`config.mk`:
```
export PLATFORM = sky130hd
export DESIGN_NAME = ctc_top
export DESIGN_NICKNAME = d
export VERILOG_FILES = /design/src/ctc_top.v
export VERILOG_INCLUDE_DIRS = /design/src /design/src/src
export SDC_FILE = /design/constraint.sdc
export NUM_CORES = 1
export LEC_CHECK = 0
export ABC_AREA = 1
export BUFFER_PORTS_ARGS = -buffer_cell sky130_fd_sc_hd__buf_4
export CORE_MARGIN = 5
export CORE_UTILIZATION = 55
export CTS_CLUSTER_DIAMETER = 80
export DETAILED_ROUTE_END_ITERATION = 8
export HOLD_SLACK_MARGIN = 0.15
export PLACE_DENSITY = 0.75
export SLEW_MARGIN = 20
export SYNTH_ARGS = -nofsm -noshare
export SYNTH_HDL_FRONTEND = slang
export SYNTH_SLANG_ARGS = --single-unit
export TNS_END_PERCENT = 50
```
`constraint.sdc`:
```
create_clock -name aclk -period 2.8 [get_ports aclk]
set_clock_uncertainty 0.15 [all_clocks]
set_input_delay 0.56 -clock aclk [delete_from_list [all_inputs] [get_ports aclk]]
set_output_delay 0.56 -clock aclk [all_outputs]
set_load 0.02 [all_outputs]
```
`src/ctc_defs.vh`:
```
// Purpose: constants for the calendar time-of-day counter
// Assumes: 32-bit AXI4-Lite register bus, one word per register
// Notes:   byte offsets, field positions and reset values
`ifndef CTC_DEFS_VH
`define CTC_DEFS_VH

// ***************************************************************
// register byte offsets
// ***************************************************************
`define CTC_OFS_DIVIDER      6'h00
`define CTC_OFS_SETUP0       6'h04
`define CTC_OFS_SETUP1       6'h08
`define CTC_OFS_CTRL         6'h0C
`define CTC_OFS_ALARM0       6'h10
`define CTC_OFS_ALARM1       6'h14
`define CTC_OFS_TIME_HI      6'h18
`define CTC_OFS_TIME_LO      6'h1C
`define CTC_OFS_INT_RAW      6'h20
`define CTC_OFS_INT_ENABLE   6'h24
`define CTC_OFS_INT_FORCE    6'h28
`define CTC_OFS_INT_STATUS   6'h2C

// ***************************************************************
// field positions
// ***************************************************************
`define CTC_YEAR_HI          23
`define CTC_YEAR_LO          12
`define CTC_MONTH_HI         11
`define CTC_MONTH_LO         8
`define CTC_DAY_HI           4
`define CTC_DAY_LO           0
`define CTC_DOTW_HI          26
`define CTC_DOTW_LO          24
`define CTC_HOUR_HI          20
`define CTC_HOUR_LO          16
`define CTC_MIN_HI           13
`define CTC_MIN_LO           8
`define CTC_SEC_HI           5
`define CTC_SEC_LO           0
`define CTC_CTRL_ENABLE      0
`define CTC_CTRL_RUNNING     1
`define CTC_CTRL_LOAD        4
`define CTC_CTRL_NOLEAP      8
`define CTC_AL0_GLOBAL       28
`define CTC_AL0_YEAR_ENA     26
`define CTC_AL0_MONTH_ENA    25
`define CTC_AL0_DAY_ENA      24
`define CTC_AL1_DOTW_ENA     31
`define CTC_AL1_HOUR_ENA     30
`define CTC_AL1_MIN_ENA      29
`define CTC_AL1_SEC_ENA      28

// ***************************************************************
// reset values and write masks
// ***************************************************************
`define CTC_RST_WORD         32'h00000000
`define CTC_MASK_DIVIDER     32'h0000FFFF
`define CTC_MASK_SETUP0      32'h00FFFF1F
`define CTC_MASK_SETUP1      32'h071F3F3F
`define CTC_MASK_CTRL        32'h00000101
`define CTC_MASK_ALARM0      32'h17FFFF1F
`define CTC_MASK_ALARM1      32'hF71F3F3F
`define CTC_RESP_OKAY        2'h0
`define CTC_RESP_SLVERR      2'h2

`endif

```
`src/ctc_top.v`:
```
// Purpose: calendar time-of-day counter with alarm, AXI4-Lite slave
// Assumes: ref_clk_in is a slow reference sampled on aclk
// Notes:   all counting happens on synchronised reference edges
//
// Contract
// - time held as year12, month4, day5, dotw3, hour5, min6, sec6.
// - seconds, minutes wrap at 59; hours wrap at 23 into next day.
// - day counts 1 to month length then back to 1; month 1-12.
// - programmed values are not range checked, just counted on.
// - day of week is Sunday 0 through Saturday 6.
// - day of week only advances at day rollover, wrapping after 6.
// - year divisible by four gives February 29 after February 28.
// - suppress leap day bit makes February 28 go to March 1.
// - leap decision taken only at rollover after Feb 28 23:59:59.
// - alarm fires when global enable set and enabled fields match.
// - fields with enable clear are ignored so alarms recur.
// - alarm drives processor and both oscillator wake outputs.
// - one-second tick divides reference by divider value plus one.
// - divider zero gives a tick on every reference cycle.
// - control writes take effect two reference periods after bus handling.
// - only control passes a two-stage reference-edge pipe; setup and time are read directly.
// - setup may be rewritten while running, then load copies it.
// - low word read captures high word into a holding register.
// - divider is 16 bits in bits 15:0, reset zero.
// - setup word zero: year 23:12, month 11:8, day 4:0.
// - setup word one: dotw 26:24, hour 20:16, min 13:8, sec 5:0.
//
// Local design decisions: the AXI4-Lite slave port and the address map.
`include "ctc_defs.vh"
`timescale 1ns/1ns
`default_nettype none

module ctc_top #(
   parameter DIV_W = 16
) (
   // clock and reset
   input  wire        aclk,
   input  wire        aresetn,
   // reference clock pin
   input  wire        ref_clk_in,
   // axi4-lite write address
   input  wire [31:0] s_axi_awaddr,
   input  wire [2:0]  s_axi_awprot,
   input  wire        s_axi_awvalid,
   output reg         s_axi_awready,
   // axi4-lite write data
   input  wire [31:0] s_axi_wdata,
   input  wire [3:0]  s_axi_wstrb,
   input  wire        s_axi_wvalid,
   output reg         s_axi_wready,
   // axi4-lite write response
   output reg  [1:0]  s_axi_bresp,
   output reg         s_axi_bvalid,
   input  wire        s_axi_bready,
   // axi4-lite read address
   input  wire [31:0] s_axi_araddr,
   input  wire [2:0]  s_axi_arprot,
   input  wire        s_axi_arvalid,
   output reg         s_axi_arready,
   // axi4-lite read data
   output reg  [31:0] s_axi_rdata,
   output reg  [1:0]  s_axi_rresp,
   output reg         s_axi_rvalid,
   input  wire        s_axi_rready,
   // alarm outputs
   output reg         alarm_irq,
   output reg         ring_oscillator_wake,
   output reg         crystal_oscillator_wake
);

   // ************************************************************
   // registers
   // ************************************************************
   reg  [31:0] divider_reg;
   reg  [31:0] setup0_reg;
   reg  [31:0] setup1_reg;
   reg  [31:0] ctrl_reg;
   reg  [31:0] alarm0_reg;
   reg  [31:0] alarm1_reg;
   reg  [31:0] hold_hi_reg;
   reg         int_raw_reg;
   reg         int_enable_reg;
   reg         int_force_reg;
   reg         load_req_reg;
   reg  [5:0]  aw_addr_reg;
   reg  [31:0] w_data_reg;
   reg  [3:0]  w_strb_reg;
   reg         aw_held_reg;
   reg         w_held_reg;

   // reference side state
   reg  [2:0]       ref_sync_reg;
   reg  [1:0]       en_pipe_reg;
   reg  [1:0]       noleap_pipe_reg;
   reg  [1:0]       load_pipe_reg;
   reg  [DIV_W-1:0] div_cnt_reg;
   reg              update_reg;
   reg  [11:0] year_reg;
   reg  [3:0]  month_reg;
   reg  [4:0]  day_reg;
   reg  [2:0]  dotw_reg;
   reg  [4:0]  hour_reg;
   reg  [5:0]  min_reg;
   reg  [5:0]  sec_reg;

   wire        ref_rise;
   wire        load_now;
   wire        tick;
   wire        running;
   wire        do_write;
   wire        wr_raw_clear;
   wire [31:0] wmask;
   wire [31:0] time_hi;
   wire [31:0] time_lo;
   wire        int_status;
   wire        match;
   wire [5:0]  rd_addr;
   reg  [31:0] rd_data;
   reg         rd_ok;
   reg  [4:0]  month_len;

   // ************************************************************
   // reference edge detect and one-second divider
   // ************************************************************
   // ref_sync_reg[0] is read only by ref_sync_reg[1]
   assign ref_rise = ref_sync_reg[1] & ~ref_sync_reg[2];
   assign running  = en_pipe_reg[1];
   // load lands on the second reference edge, same as enable
   assign load_now = ref_rise & load_pipe_reg[0] & ~load_pipe_reg[1];
   // divider read directly; a change while running just retimes
   assign tick = ref_rise & running &
                 (div_cnt_reg == divider_reg[DIV_W-1:0]);

   always @(posedge aclk) begin
      if (!aresetn) begin
         ref_sync_reg    <= 3'h0;
         en_pipe_reg     <= 2'h0;
         noleap_pipe_reg <= 2'h0;
         load_pipe_reg   <= 2'h0;
         div_cnt_reg     <= {DIV_W{1'b0}};
      end else begin
         ref_sync_reg <= {ref_sync_reg[1:0], ref_clk_in};
         if (ref_rise) begin
            // two reference periods from bus write to effect
            en_pipe_reg     <= {en_pipe_reg[0],
                                ctrl_reg[`CTC_CTRL_ENABLE]};
            noleap_pipe_reg <= {noleap_pipe_reg[0],
                                ctrl_reg[`CTC_CTRL_NOLEAP]};
            load_pipe_reg   <= {load_pipe_reg[0], load_req_reg};
            if (!running || tick)
               div_cnt_reg <= {DIV_W{1'b0}};
            else
               div_cnt_reg <= div_cnt_reg + {{(DIV_W-1){1'b0}}, 1'b1};
         end
      end
   end

   // ************************************************************
   // calendar counting
   // ************************************************************
   always @* begin
      case (month_reg)
         4'h4, 4'h6, 4'h9, 4'hB: month_len = 5'h1E;
         4'h2:    month_len = 5'h1C;
         default: month_len = 5'h1F;
      endcase
   end

   always @(posedge aclk) begin
      if (!aresetn) begin
         year_reg   <= 12'h000;
         month_reg  <= 4'h0;
         day_reg    <= 5'h00;
         dotw_reg   <= 3'h0;
         hour_reg   <= 5'h00;
         min_reg    <= 6'h00;
         sec_reg    <= 6'h00;
         update_reg <= 1'b0;
      end else begin
         update_reg <= tick;
         if (load_now) begin
            year_reg  <= setup0_reg[`CTC_YEAR_HI:`CTC_YEAR_LO];
            month_reg <= setup0_reg[`CTC_MONTH_HI:`CTC_MONTH_LO];
            day_reg   <= setup0_reg[`CTC_DAY_HI:`CTC_DAY_LO];
            dotw_reg  <= setup1_reg[`CTC_DOTW_HI:`CTC_DOTW_LO];
            hour_reg  <= setup1_reg[`CTC_HOUR_HI:`CTC_HOUR_LO];
            min_reg   <= setup1_reg[`CTC_MIN_HI:`CTC_MIN_LO];
            sec_reg   <= setup1_reg[`CTC_SEC_HI:`CTC_SEC_LO];
         end else if (tick) begin
            // equality tests only: odd values count on unchecked
            if (sec_reg != 6'h3B) begin
               sec_reg <= sec_reg + 6'h01;
            end else begin
               sec_reg <= 6'h00;
               if (min_reg != 6'h3B) begin
                  min_reg <= min_reg + 6'h01;
               end else begin
                  min_reg <= 6'h00;
                  if (hour_reg != 5'h17) begin
                     hour_reg <= hour_reg + 5'h01;
                  end else begin
                     hour_reg <= 5'h00;
                     // Sunday 0 .. Saturday 6, never recomputed
                     if (dotw_reg == 3'h6)
                        dotw_reg <= 3'h0;
                     else
                        dotw_reg <= dotw_reg + 3'h1;
                     // leap test happens only at this instant
                     if (month_reg == 4'h2 && day_reg == 5'h1C &&
                         year_reg[1:0] == 2'h0 &&
                         !noleap_pipe_reg[1]) begin
                        day_reg <= 5'h1D;
                     end else if (day_reg != month_len &&
                                  !(month_reg == 4'h2 &&
                                    day_reg == 5'h1D)) begin
                        day_reg <= day_reg + 5'h01;
                     end else begin
                        day_reg <= 5'h01;
                        if (month_reg == 4'hC) begin
                           month_reg <= 4'h1;
                           year_reg  <= year_reg + 12'h001;
                        end else begin
                           month_reg <= month_reg + 4'h1;
                        end
                     end
                  end
               end
            end
         end
      end
   end

   // ************************************************************
   // alarm compare and interrupt flag
   // ************************************************************
   assign match = alarm0_reg[`CTC_AL0_GLOBAL] &
      (!alarm0_reg[`CTC_AL0_YEAR_ENA] ||
       year_reg == alarm0_reg[`CTC_YEAR_HI:`CTC_YEAR_LO]) &
      (!alarm0_reg[`CTC_AL0_MONTH_ENA] ||
       month_reg == alarm0_reg[`CTC_MONTH_HI:`CTC_MONTH_LO]) &
      (!alarm0_reg[`CTC_AL0_DAY_ENA] ||
       day_reg == alarm0_reg[`CTC_DAY_HI:`CTC_DAY_LO]) &
      (!alarm1_reg[`CTC_AL1_DOTW_ENA] ||
       dotw_reg == alarm1_reg[`CTC_DOTW_HI:`CTC_DOTW_LO]) &
      (!alarm1_reg[`CTC_AL1_HOUR_ENA] ||
       hour_reg == alarm1_reg[`CTC_HOUR_HI:`CTC_HOUR_LO]) &
      (!alarm1_reg[`CTC_AL1_MIN_ENA] ||
       min_reg == alarm1_reg[`CTC_MIN_HI:`CTC_MIN_LO]) &
      (!alarm1_reg[`CTC_AL1_SEC_ENA] ||
       sec_reg == alarm1_reg[`CTC_SEC_HI:`CTC_SEC_LO]);

   assign int_status = (int_raw_reg & int_enable_reg) | int_force_reg;

   always @(posedge aclk) begin
      if (!aresetn) begin
         alarm_irq               <= 1'b0;
         ring_oscillator_wake    <= 1'b0;
         crystal_oscillator_wake <= 1'b0;
      end else begin
         alarm_irq               <= int_status;
         ring_oscillator_wake    <= int_status;
         crystal_oscillator_wake <= int_status;
      end
   end

   // ************************************************************
   // axi4-lite write side
   // ************************************************************
   assign do_write = aw_held_reg & w_held_reg & ~s_axi_bvalid;
   assign wmask = {{8{w_strb_reg[3]}}, {8{w_strb_reg[2]}},
                   {8{w_strb_reg[1]}}, {8{w_strb_reg[0]}}};
   assign wr_raw_clear = do_write & (aw_addr_reg == `CTC_OFS_INT_RAW) &
                         w_strb_reg[0] & w_data_reg[0];

   always @(posedge aclk) begin
      if (!aresetn) begin
         s_axi_awready  <= 1'b0;
         s_axi_wready   <= 1'b0;
         s_axi_bvalid   <= 1'b0;
         s_axi_bresp    <= `CTC_RESP_OKAY;
         aw_held_reg    <= 1'b0;
         w_held_reg     <= 1'b0;
         aw_addr_reg    <= 6'h00;
         w_data_reg     <= `CTC_RST_WORD;
         w_strb_reg     <= 4'h0;
         divider_reg    <= `CTC_RST_WORD;
         setup0_reg     <= `CTC_RST_WORD;
         setup1_reg     <= `CTC_RST_WORD;
         ctrl_reg       <= `CTC_RST_WORD;
         alarm0_reg     <= `CTC_RST_WORD;
         alarm1_reg     <= `CTC_RST_WORD;
         int_raw_reg    <= 1'b0;
         int_enable_reg <= 1'b0;
         int_force_reg  <= 1'b0;
         load_req_reg   <= 1'b0;
      end else begin
         s_axi_awready <= ~aw_held_reg & ~(s_axi_awvalid & s_axi_awready);
         s_axi_wready  <= ~w_held_reg & ~(s_axi_wvalid & s_axi_wready);
         if (s_axi_awvalid && s_axi_awready) begin
            aw_held_reg <= 1'b1;
            aw_addr_reg <= {s_axi_awaddr[5:2], 2'h0};
         end
         if (s_axi_wvalid && s_axi_wready) begin
            w_held_reg <= 1'b1;
            w_data_reg <= s_axi_wdata;
            w_strb_reg <= s_axi_wstrb;
         end
         if (s_axi_bvalid && s_axi_bready)
            s_axi_bvalid <= 1'b0;
         // load request held until it has crossed, then dropped
         if (load_now)
            load_req_reg <= 1'b0;
         // hardware set wins over a same-cycle software clear
         if (update_reg && match)
            int_raw_reg <= 1'b1;
         else if (wr_raw_clear)
            int_raw_reg <= 1'b0;
         if (do_write) begin
            aw_held_reg  <= 1'b0;
            w_held_reg   <= 1'b0;
            s_axi_bvalid <= 1'b1;
            s_axi_bresp  <= `CTC_RESP_OKAY;
            case (aw_addr_reg)
               `CTC_OFS_DIVIDER: divider_reg <= (divider_reg & ~wmask) |
                  (w_data_reg & wmask & `CTC_MASK_DIVIDER);
               `CTC_OFS_SETUP0: setup0_reg <= (setup0_reg & ~wmask) |
                  (w_data_reg & wmask & `CTC_MASK_SETUP0);
               `CTC_OFS_SETUP1: setup1_reg <= (setup1_reg & ~wmask) |
                  (w_data_reg & wmask & `CTC_MASK_SETUP1);
               `CTC_OFS_CTRL: begin
                  ctrl_reg <= (ctrl_reg & ~wmask) |
                     (w_data_reg & wmask & `CTC_MASK_CTRL);
                  if (w_strb_reg[0] && w_data_reg[`CTC_CTRL_LOAD])
                     load_req_reg <= 1'b1;
               end
               `CTC_OFS_ALARM0: alarm0_reg <= (alarm0_reg & ~wmask) |
                  (w_data_reg & wmask & `CTC_MASK_ALARM0);
               `CTC_OFS_ALARM1: alarm1_reg <= (alarm1_reg & ~wmask) |
                  (w_data_reg & wmask & `CTC_MASK_ALARM1);
               `CTC_OFS_INT_RAW, `CTC_OFS_TIME_HI, `CTC_OFS_TIME_LO,
               `CTC_OFS_INT_STATUS: begin
               end
               `CTC_OFS_INT_ENABLE:
                  if (w_strb_reg[0])
                     int_enable_reg <= w_data_reg[0];
               `CTC_OFS_INT_FORCE:
                  if (w_strb_reg[0])
                     int_force_reg <= w_data_reg[0];
               default: s_axi_bresp <= `CTC_RESP_SLVERR;
            endcase
         end
      end
   end

   // ************************************************************
   // axi4-lite read side
   // ************************************************************
   assign rd_addr = {s_axi_araddr[5:2], 2'h0};
   assign time_hi = {8'h00, year_reg, month_reg, 3'h0, day_reg};
   assign time_lo = {5'h00, dotw_reg, 3'h0, hour_reg, 2'h0, min_reg,
                     2'h0, sec_reg};

   always @* begin
      rd_ok   = 1'b1;
      rd_data = `CTC_RST_WORD;
      case (rd_addr)
         `CTC_OFS_DIVIDER:    rd_data = divider_reg;
         `CTC_OFS_SETUP0:     rd_data = setup0_reg;
         `CTC_OFS_SETUP1:     rd_data = setup1_reg;
         `CTC_OFS_CTRL:       rd_data = {ctrl_reg[31:2], running,
                                         ctrl_reg[0]};
         `CTC_OFS_ALARM0:     rd_data = alarm0_reg;
         `CTC_OFS_ALARM1:     rd_data = alarm1_reg;
         `CTC_OFS_TIME_HI:    rd_data = hold_hi_reg;
         `CTC_OFS_TIME_LO:    rd_data = time_lo;
         `CTC_OFS_INT_RAW:    rd_data = {31'h00000000, int_raw_reg};
         `CTC_OFS_INT_ENABLE: rd_data = {31'h00000000, int_enable_reg};
         `CTC_OFS_INT_FORCE:  rd_data = {31'h00000000, int_force_reg};
         `CTC_OFS_INT_STATUS: rd_data = {31'h00000000, int_status};
         default:             rd_ok   = 1'b0;
      endcase
   end

   always @(posedge aclk) begin
      if (!aresetn) begin
         s_axi_arready <= 1'b0;
         s_axi_rvalid  <= 1'b0;
         s_axi_rdata   <= `CTC_RST_WORD;
         s_axi_rresp   <= `CTC_RESP_OKAY;
         hold_hi_reg   <= `CTC_RST_WORD;
      end else begin
         s_axi_arready <= ~s_axi_rvalid &
                          ~(s_axi_arvalid & s_axi_arready);
         if (s_axi_rvalid && s_axi_rready)
            s_axi_rvalid <= 1'b0;
         if (s_axi_arvalid && s_axi_arready) begin
            s_axi_rvalid <= 1'b1;
            s_axi_rdata  <= rd_data;
            s_axi_rresp  <= rd_ok ? `CTC_RESP_OKAY : `CTC_RESP_SLVERR;
            // low word read freezes the matching high word
            if (rd_addr == `CTC_OFS_TIME_LO)
               hold_hi_reg <= time_hi;
         end
      end
   end

endmodule // ctc_top

`default_nettype wire

```
==> qor.txt, run 1 <==
# setup viols final -> 0
Design Area, Final -> 18500 sq um
Yosys reg bits -> 364
TritonRoute pass-1 iters -> 6
Period minus WS final -> 2.40 ns
clk sinks -> 364
Crit. End Element -> register
final hold violations -> 0
Crit path largest cell delay -> 0.36 ns
Post-DP Area -> 17100 sq um
ratio of cells with drive above 1 in the final layout -> 0.102
initial drt markers -> 1485
area delta synth->final -> 17.0%
most frequent cells after synthesis -> nand2_1 (426), dfxtp_1 (364), inv_1 (274)
vias in the first global route -> 14500
# DRC -> 0
Post-DRT Antenna Nets -> 0
Worst path most repeated cell -> nand2_1
EDFF count, synth -> 0
routed vias/inst -> 5.63
Internal -> 8.43 mW
first-pass GRT wire length -> 77.8 mm
dpl ws -> 0.307 ns
RSZ-0062 raised after global routing -> false
CTS Buffer Depth -> 3
pwr dens -> 593 nW/um^2
max capacitance violation total -> 0
site row count -> 62
fin worst setup slack -> 0.400 ns
max_slew headroom -> 0.287
most common cell in the netlist -> nand2_1
Routed wire per std cell -> 18.2 microns
leak pwr -> 7.47 nW
P_sw -> 2.55 mW
VDD IR-drop max -> 481 uV
dominant cell type by area after synthesis -> dfxtp_1
Post-Synth XOR/XNOR Area -> 0.0254
Critical Path RT -> 3.07 ns
post-synthesis adder-cell area fraction -> 0.0103
Cell Count, Final, Fillers Out -> 2710
WP data arrival -> 2.67 ns
critical-path maximum fanout -> 20
DRT Wirelength -> 49.3 mm
Placer Congestion -> 0.915
Clk pwr share -> 0.470
Ys Warns -> 0
Syn Inst Count -> 2191
DP Cell Count -> 2618
Worst setup SP type -> register
Reg clk slew, reported paths -> 0.06 ns
top-area cell type share of the netlist area -> 0.460
post-synthesis mux area share -> 0
total core area -> 28500 sq um
Die Span X -> 180 microns
main area contributors after synthesis -> dfxtp_1 (46%), nand2_1 (10%), o21ai_0 (7.3%)
Least-Margin Pin Slew -> 1.07 ns
Worst Hold Slack -> 0.150 ns
slowest stage cell, crit path -> dfxtp_1
Power Total -> 11.0 mW
synthesized cell area -> 15800 sq um
via count -> 15300
Post-CTS Setup Inserts -> 0
Fmax -> 417 MHz
Synth Area in Compound Gates -> 0.182
pin count of the biggest net entering global routing -> 127
CTS tree -> yes
sequential power share -> 0.485
Post-synth ARST share -> 0
CTS buffer count -> 40
status -> finished clean
I/O Buffers -> 92
Fin Setup TNS -> 0 ns
Worst Hold Class -> in2reg
ANT cells -> 0
Nets -> 2422
GRT overflow -> 0
CP cell instances -> inv_1, ha_1, or2_2, nand2_1, nand2_1, nand3_1, nand3_1, nand2_1, nand3_2, nor2_4, buf_12, nand2_1, nand2_1, nor2_1
DP HPWL -> 34.3 mm
Final period util -> 0.857
CTS H-Tree Depth -> 2
Die H -> 180 microns
CP Class -> reg2reg
die area -> 32300 sq um
Initial Util -> 0.555
sequential fraction of the synthesis area -> 0.460
Synth Flop Type -> dfxtp_1
antenna violations before repair -> 1
IO Pins -> 158
Comb pwr share -> 0.045
Avg Inst Size Synth -> 7.23 sq um
clk_lat worst skew -> 0.53 ns
CTS root buf -> clkbuf_16
GRT Total Usage -> 0.292
final core occ -> 0.649
Pins Over Slew Limit -> 0
Sw Share -> 0.232
Post-Synth Simple-Gate Area -> 0.226
Distinct cells, synth -> 47
largest family of logic cells by synthesized area -> simple AND/OR/NAND/NOR gates
placed cells by master, fill, tap and decap left out, drive strengths merged, types with 2 or more instances in the layout:
cell	n
a211oi	2
a21oi	196
a221oi	10
a22oi	3
a31oi	4
buf	152
clkbuf	65
clkinv	6
conb	2
dfxtp	364
dlygate4sd3	19
ha	13
inv	284
nand2	429
nand3	104
nand4	12
nor2	215
nor3	59
nor3b	18
nor4	4
o2111ai	18
o211ai	2
o21ai	233
o21bai	3
o221ai	2
o22ai	51
o31ai	3
or2	3
xnor2	14
xor2	32
final cells by class:
| class | count | area [sq um] |
|---|---|---|
| flip-flops and latches | 364 | 7290 |
| multi-input cells | 1435 | 7050 |
| inverters | 283 | 1060 |
| clock buffers | 65 | 1200 |
| well taps | 384 | 480 |
| repair buffers | 171 | 1370 |
| clock inverters | 8 | 78.8 |
| fillers | 2536 | 10000 |
timing repair:
item,in CTS,in global routing
gates resized for setup,0,0
hold buffers,19,0
hold endpoints to repair,19,0
power groups by stage:
stage	sequential (mW)	combinational, mW	clock (mW)
after global placement	5.43	0.448	0
after CTS	5.32	0.479	5.18
final	5.33	0.489	5.17
after detailed placement	5.44	0.456	0
after floorplan	5.40	0.270	0
after global routing	5.33	0.535	5.41
path summary, 6_finish.rpt:
path / start / endpoint / slack, ns / cells after the start
setup / recovery: month_reg[1] / year_reg[8] / 0.40 / 14
hold / removal: s_axi_wdata[16] / w_data_reg[16] / 0.15 / 3
setup reg to reg: month_reg[1] / year_reg[8] / 0.40 / 14
hold reg to reg: ref_sync_reg[0] / ref_sync_reg[1] / 0.26 / 2
kinds of logic (layout without fill, tap and decap cells):
| kind of cell | after synthesis | in the layout |
|---|---|---|
| AND/OR/NAND/NOR | 844 | 844 |
| AO/OA/AOI/OAI | 530 | 530 |
| buffers and inverters | 393 | 527 |
| flip-flops | 364 | 364 |
| XOR/XNOR | 46 | 46 |
| adder cells (fa/ha/maj) | 13 | 13 |
| other | 1 | 2 |
critical path: cells and delay by family, from the launching register on:
kind | cells | cell delay [ns]
adder cells (fa/ha/maj) | 1 | 0.21
buffers and inverters | 2 | 0.23
flip-flops | 1 | 0.36
AND/OR/NAND/NOR | 11 | 1.32
layer usage:
| layer | track usage | vias to the layer above | wire length, microns | share of wire |
|---|---|---|---|---|
| li1 | - | 7349 | - | - |
| met1 | 0.394 | 7050 | 20900 | 0.42 |
| met2 | 0.462 | 699 | 21800 | 0.44 |
| met3 | 0.0610 | 157 | 4470 | 0.091 |
| met4 | 0.117 | 2 | 2160 | 0.044 |
| met5 | 0 | - | 14 | 0.00028 |
(Power assumes the default switching activity.)
==> inputs of run 2 (changes only) <==
--- a/config.mk
+++ b/config.mk
@@ -12,6 +12,7 @@
 export CORE_UTILIZATION = 55
 export CTS_CLUSTER_DIAMETER = 80
 export DETAILED_ROUTE_END_ITERATION = 8
+export GPL_TIMING_DRIVEN = 0
 export HOLD_SLACK_MARGIN = 0.15
 export PLACE_DENSITY = 0.75
 export SLEW_MARGIN = 20
==> qor.txt, run 2 (synthesized netlist as in run 1, its figures left out) <==
status -> finished clean
RSZ-0062 raised after global routing -> false
Internal -> 8.45 mW
die area -> 32300 sq um
DRT Wirelength -> 58.5 mm
via count -> 15800
critical-path maximum fanout -> 10
site row count -> 62
Post-DP Area -> 17000 sq um
max capacitance violation total -> 0
Least-Margin Pin Slew -> 1.13 ns
antenna violations before repair -> 0
# DRC -> 0
Clk pwr share -> 0.468
Final period util -> 0.985
Reg clk slew, reported paths -> 0.06 ns
I/O Buffers -> 91
CTS Buffer Depth -> 3
Routed wire per std cell -> 21.1 microns
WHS Path Cells -> 3
Sw Share -> 0.237
GRT Total Usage -> 0.347
Hold Startpoint -> s_axi_wstrb[0]
Comb pwr share -> 0.053
commonest cells after routing, fill and taps aside -> nand2_1 (426), dfxtp_1 (363), inv_1 (274), o21ai_0 (232), nor2_1 (206)
vias in the first global route -> 14500
Nets -> 2488
Pins Over Slew Limit -> 0
max_slew headroom -> 0.249
Worst Setup SP -> s_axi_araddr[4]
CTS buffer count -> 39
clk sinks -> 364
CTS root buf -> clkbuf_16
Critical Path RT -> 3.13 ns
IO Pins -> 158
Fmax -> 363 MHz
clk_lat worst skew -> 0.54 ns
Power Total -> 11.1 mW
Die Span X -> 180 microns
Worst Hold Class -> in2reg
routed vias/inst -> 5.70
TritonRoute pass-1 iters -> 6
internal reg-to-reg setup slack -> 0.13 ns
Endpoint, Worst Hold -> w_strb_reg[0]
CTS H-Tree Depth -> 2
VDD IR-drop max -> 503 uV
first-pass GRT wire length -> 87.1 mm
leak pwr -> 7.43 nW
Initial Util -> 0.555
pwr dens -> 594 nW/um^2
Die H -> 180 microns
Placer Congestion -> 0.979
WP data arrival -> 3.09 ns
commonest non-fill, non-tap cell in the layout -> nand2_1
DP HPWL -> 43.5 mm
# setup viols final -> 0
Period minus WS final -> 2.76 ns
CP Class -> in2reg
Reg2Reg Depth -> 8
P_sw -> 2.63 mW
final hold violations -> 0
GRT overflow -> 0
total core area -> 28500 sq um
area delta synth->final -> 18.0%
Post-DRT Antenna Nets -> 0
initial drt markers -> 2109
sequential power share -> 0.479
reg2reg start -> w_held_reg
CTS tree -> yes
ratio of cells with drive above 1 in the final layout -> 0.0832
Crit. End Element -> register
Design Area, Final -> 18700 sq um
pin count of the biggest net entering global routing -> 14
Worst setup SP type -> input pin
## run 2: through the flow
stage          TNS, ns  hold slack, ns  worst slack (ns)   util  instances
6_report             0           0.167            0.0427  0.654       2777
4_1_cts              0           0.158           0.00570  0.653       2773
5_1_grt              0           0.177            0.0369  0.654       2776
3_3_place_gp     -7.91           0.243            -0.491  0.596       2667
3_5_place_dp     -7.97           0.257            -0.397  0.596       2667
2_1_floorplan        0           0.240             0.604      -       2192
## run 2: cell type report
cell class	count	area (sq um)
inverter	283	1070
buffer	110	445
clock inverter	15	146
multi-input combinational	1435	7060
timing repair buffer	128	1050
tap	384	480
clock buffer	57	1140
sequential	364	7290
antenna	1	2.50
fill	2604	9870
## run 2: critical path, stage by stage
cell and delay [ns]:
buf_4 0.13, nor2_1 0.25, inv_1 0.09, nor2_1 0.67, clkbuf_1 0.71, a221oi_1 0.35
o2111ai_1 0.16, nand2_1 0.08, nand2_1 0.08
## run 2: how the worst max path moves through the flow
stage	endpoint	slack, ns
after floorplan	year_reg[4]	0.60
after detailed placement	s_axi_rdata[14]	-0.40
after global placement	s_axi_rdata[14]	-0.49
after CTS	day_reg[0]	0.006
after global routing	year_reg[8]	0.04
final	s_axi_rdata[31]	0.04
## run 2: power groups by stage
stage	logic [mW]	clock network (mW)	registers, mW
detailed placement	0.520	0	5.42
floorplan	0.270	0	5.40
CTS	0.560	5.20	5.31
finish	0.582	5.19	5.31
global route	0.616	5.42	5.31
global placement	0.514	0	5.42
## run 2: layer usage
layer  global-route usage  wire length [microns]  vias up
li1                     -                      -     7505
met1                0.493                  24800     7344
met2                0.534                  25300      850
met3               0.0554                   6130      138
met4                0.130                   2330        0
met5                    0                      0        -
## run 2: timing repair
| item | CTS | global route |
|---|---|---|
| setup buffers | 0 | 3 |
| endpoints found under the setup margin | 2 | 28 |
| pin swaps | 0 | 1 |
| endpoints found under the hold margin | 34 | 0 |
| resized for setup | 1 | 4 |
| hold buffers | 34 | 0 |
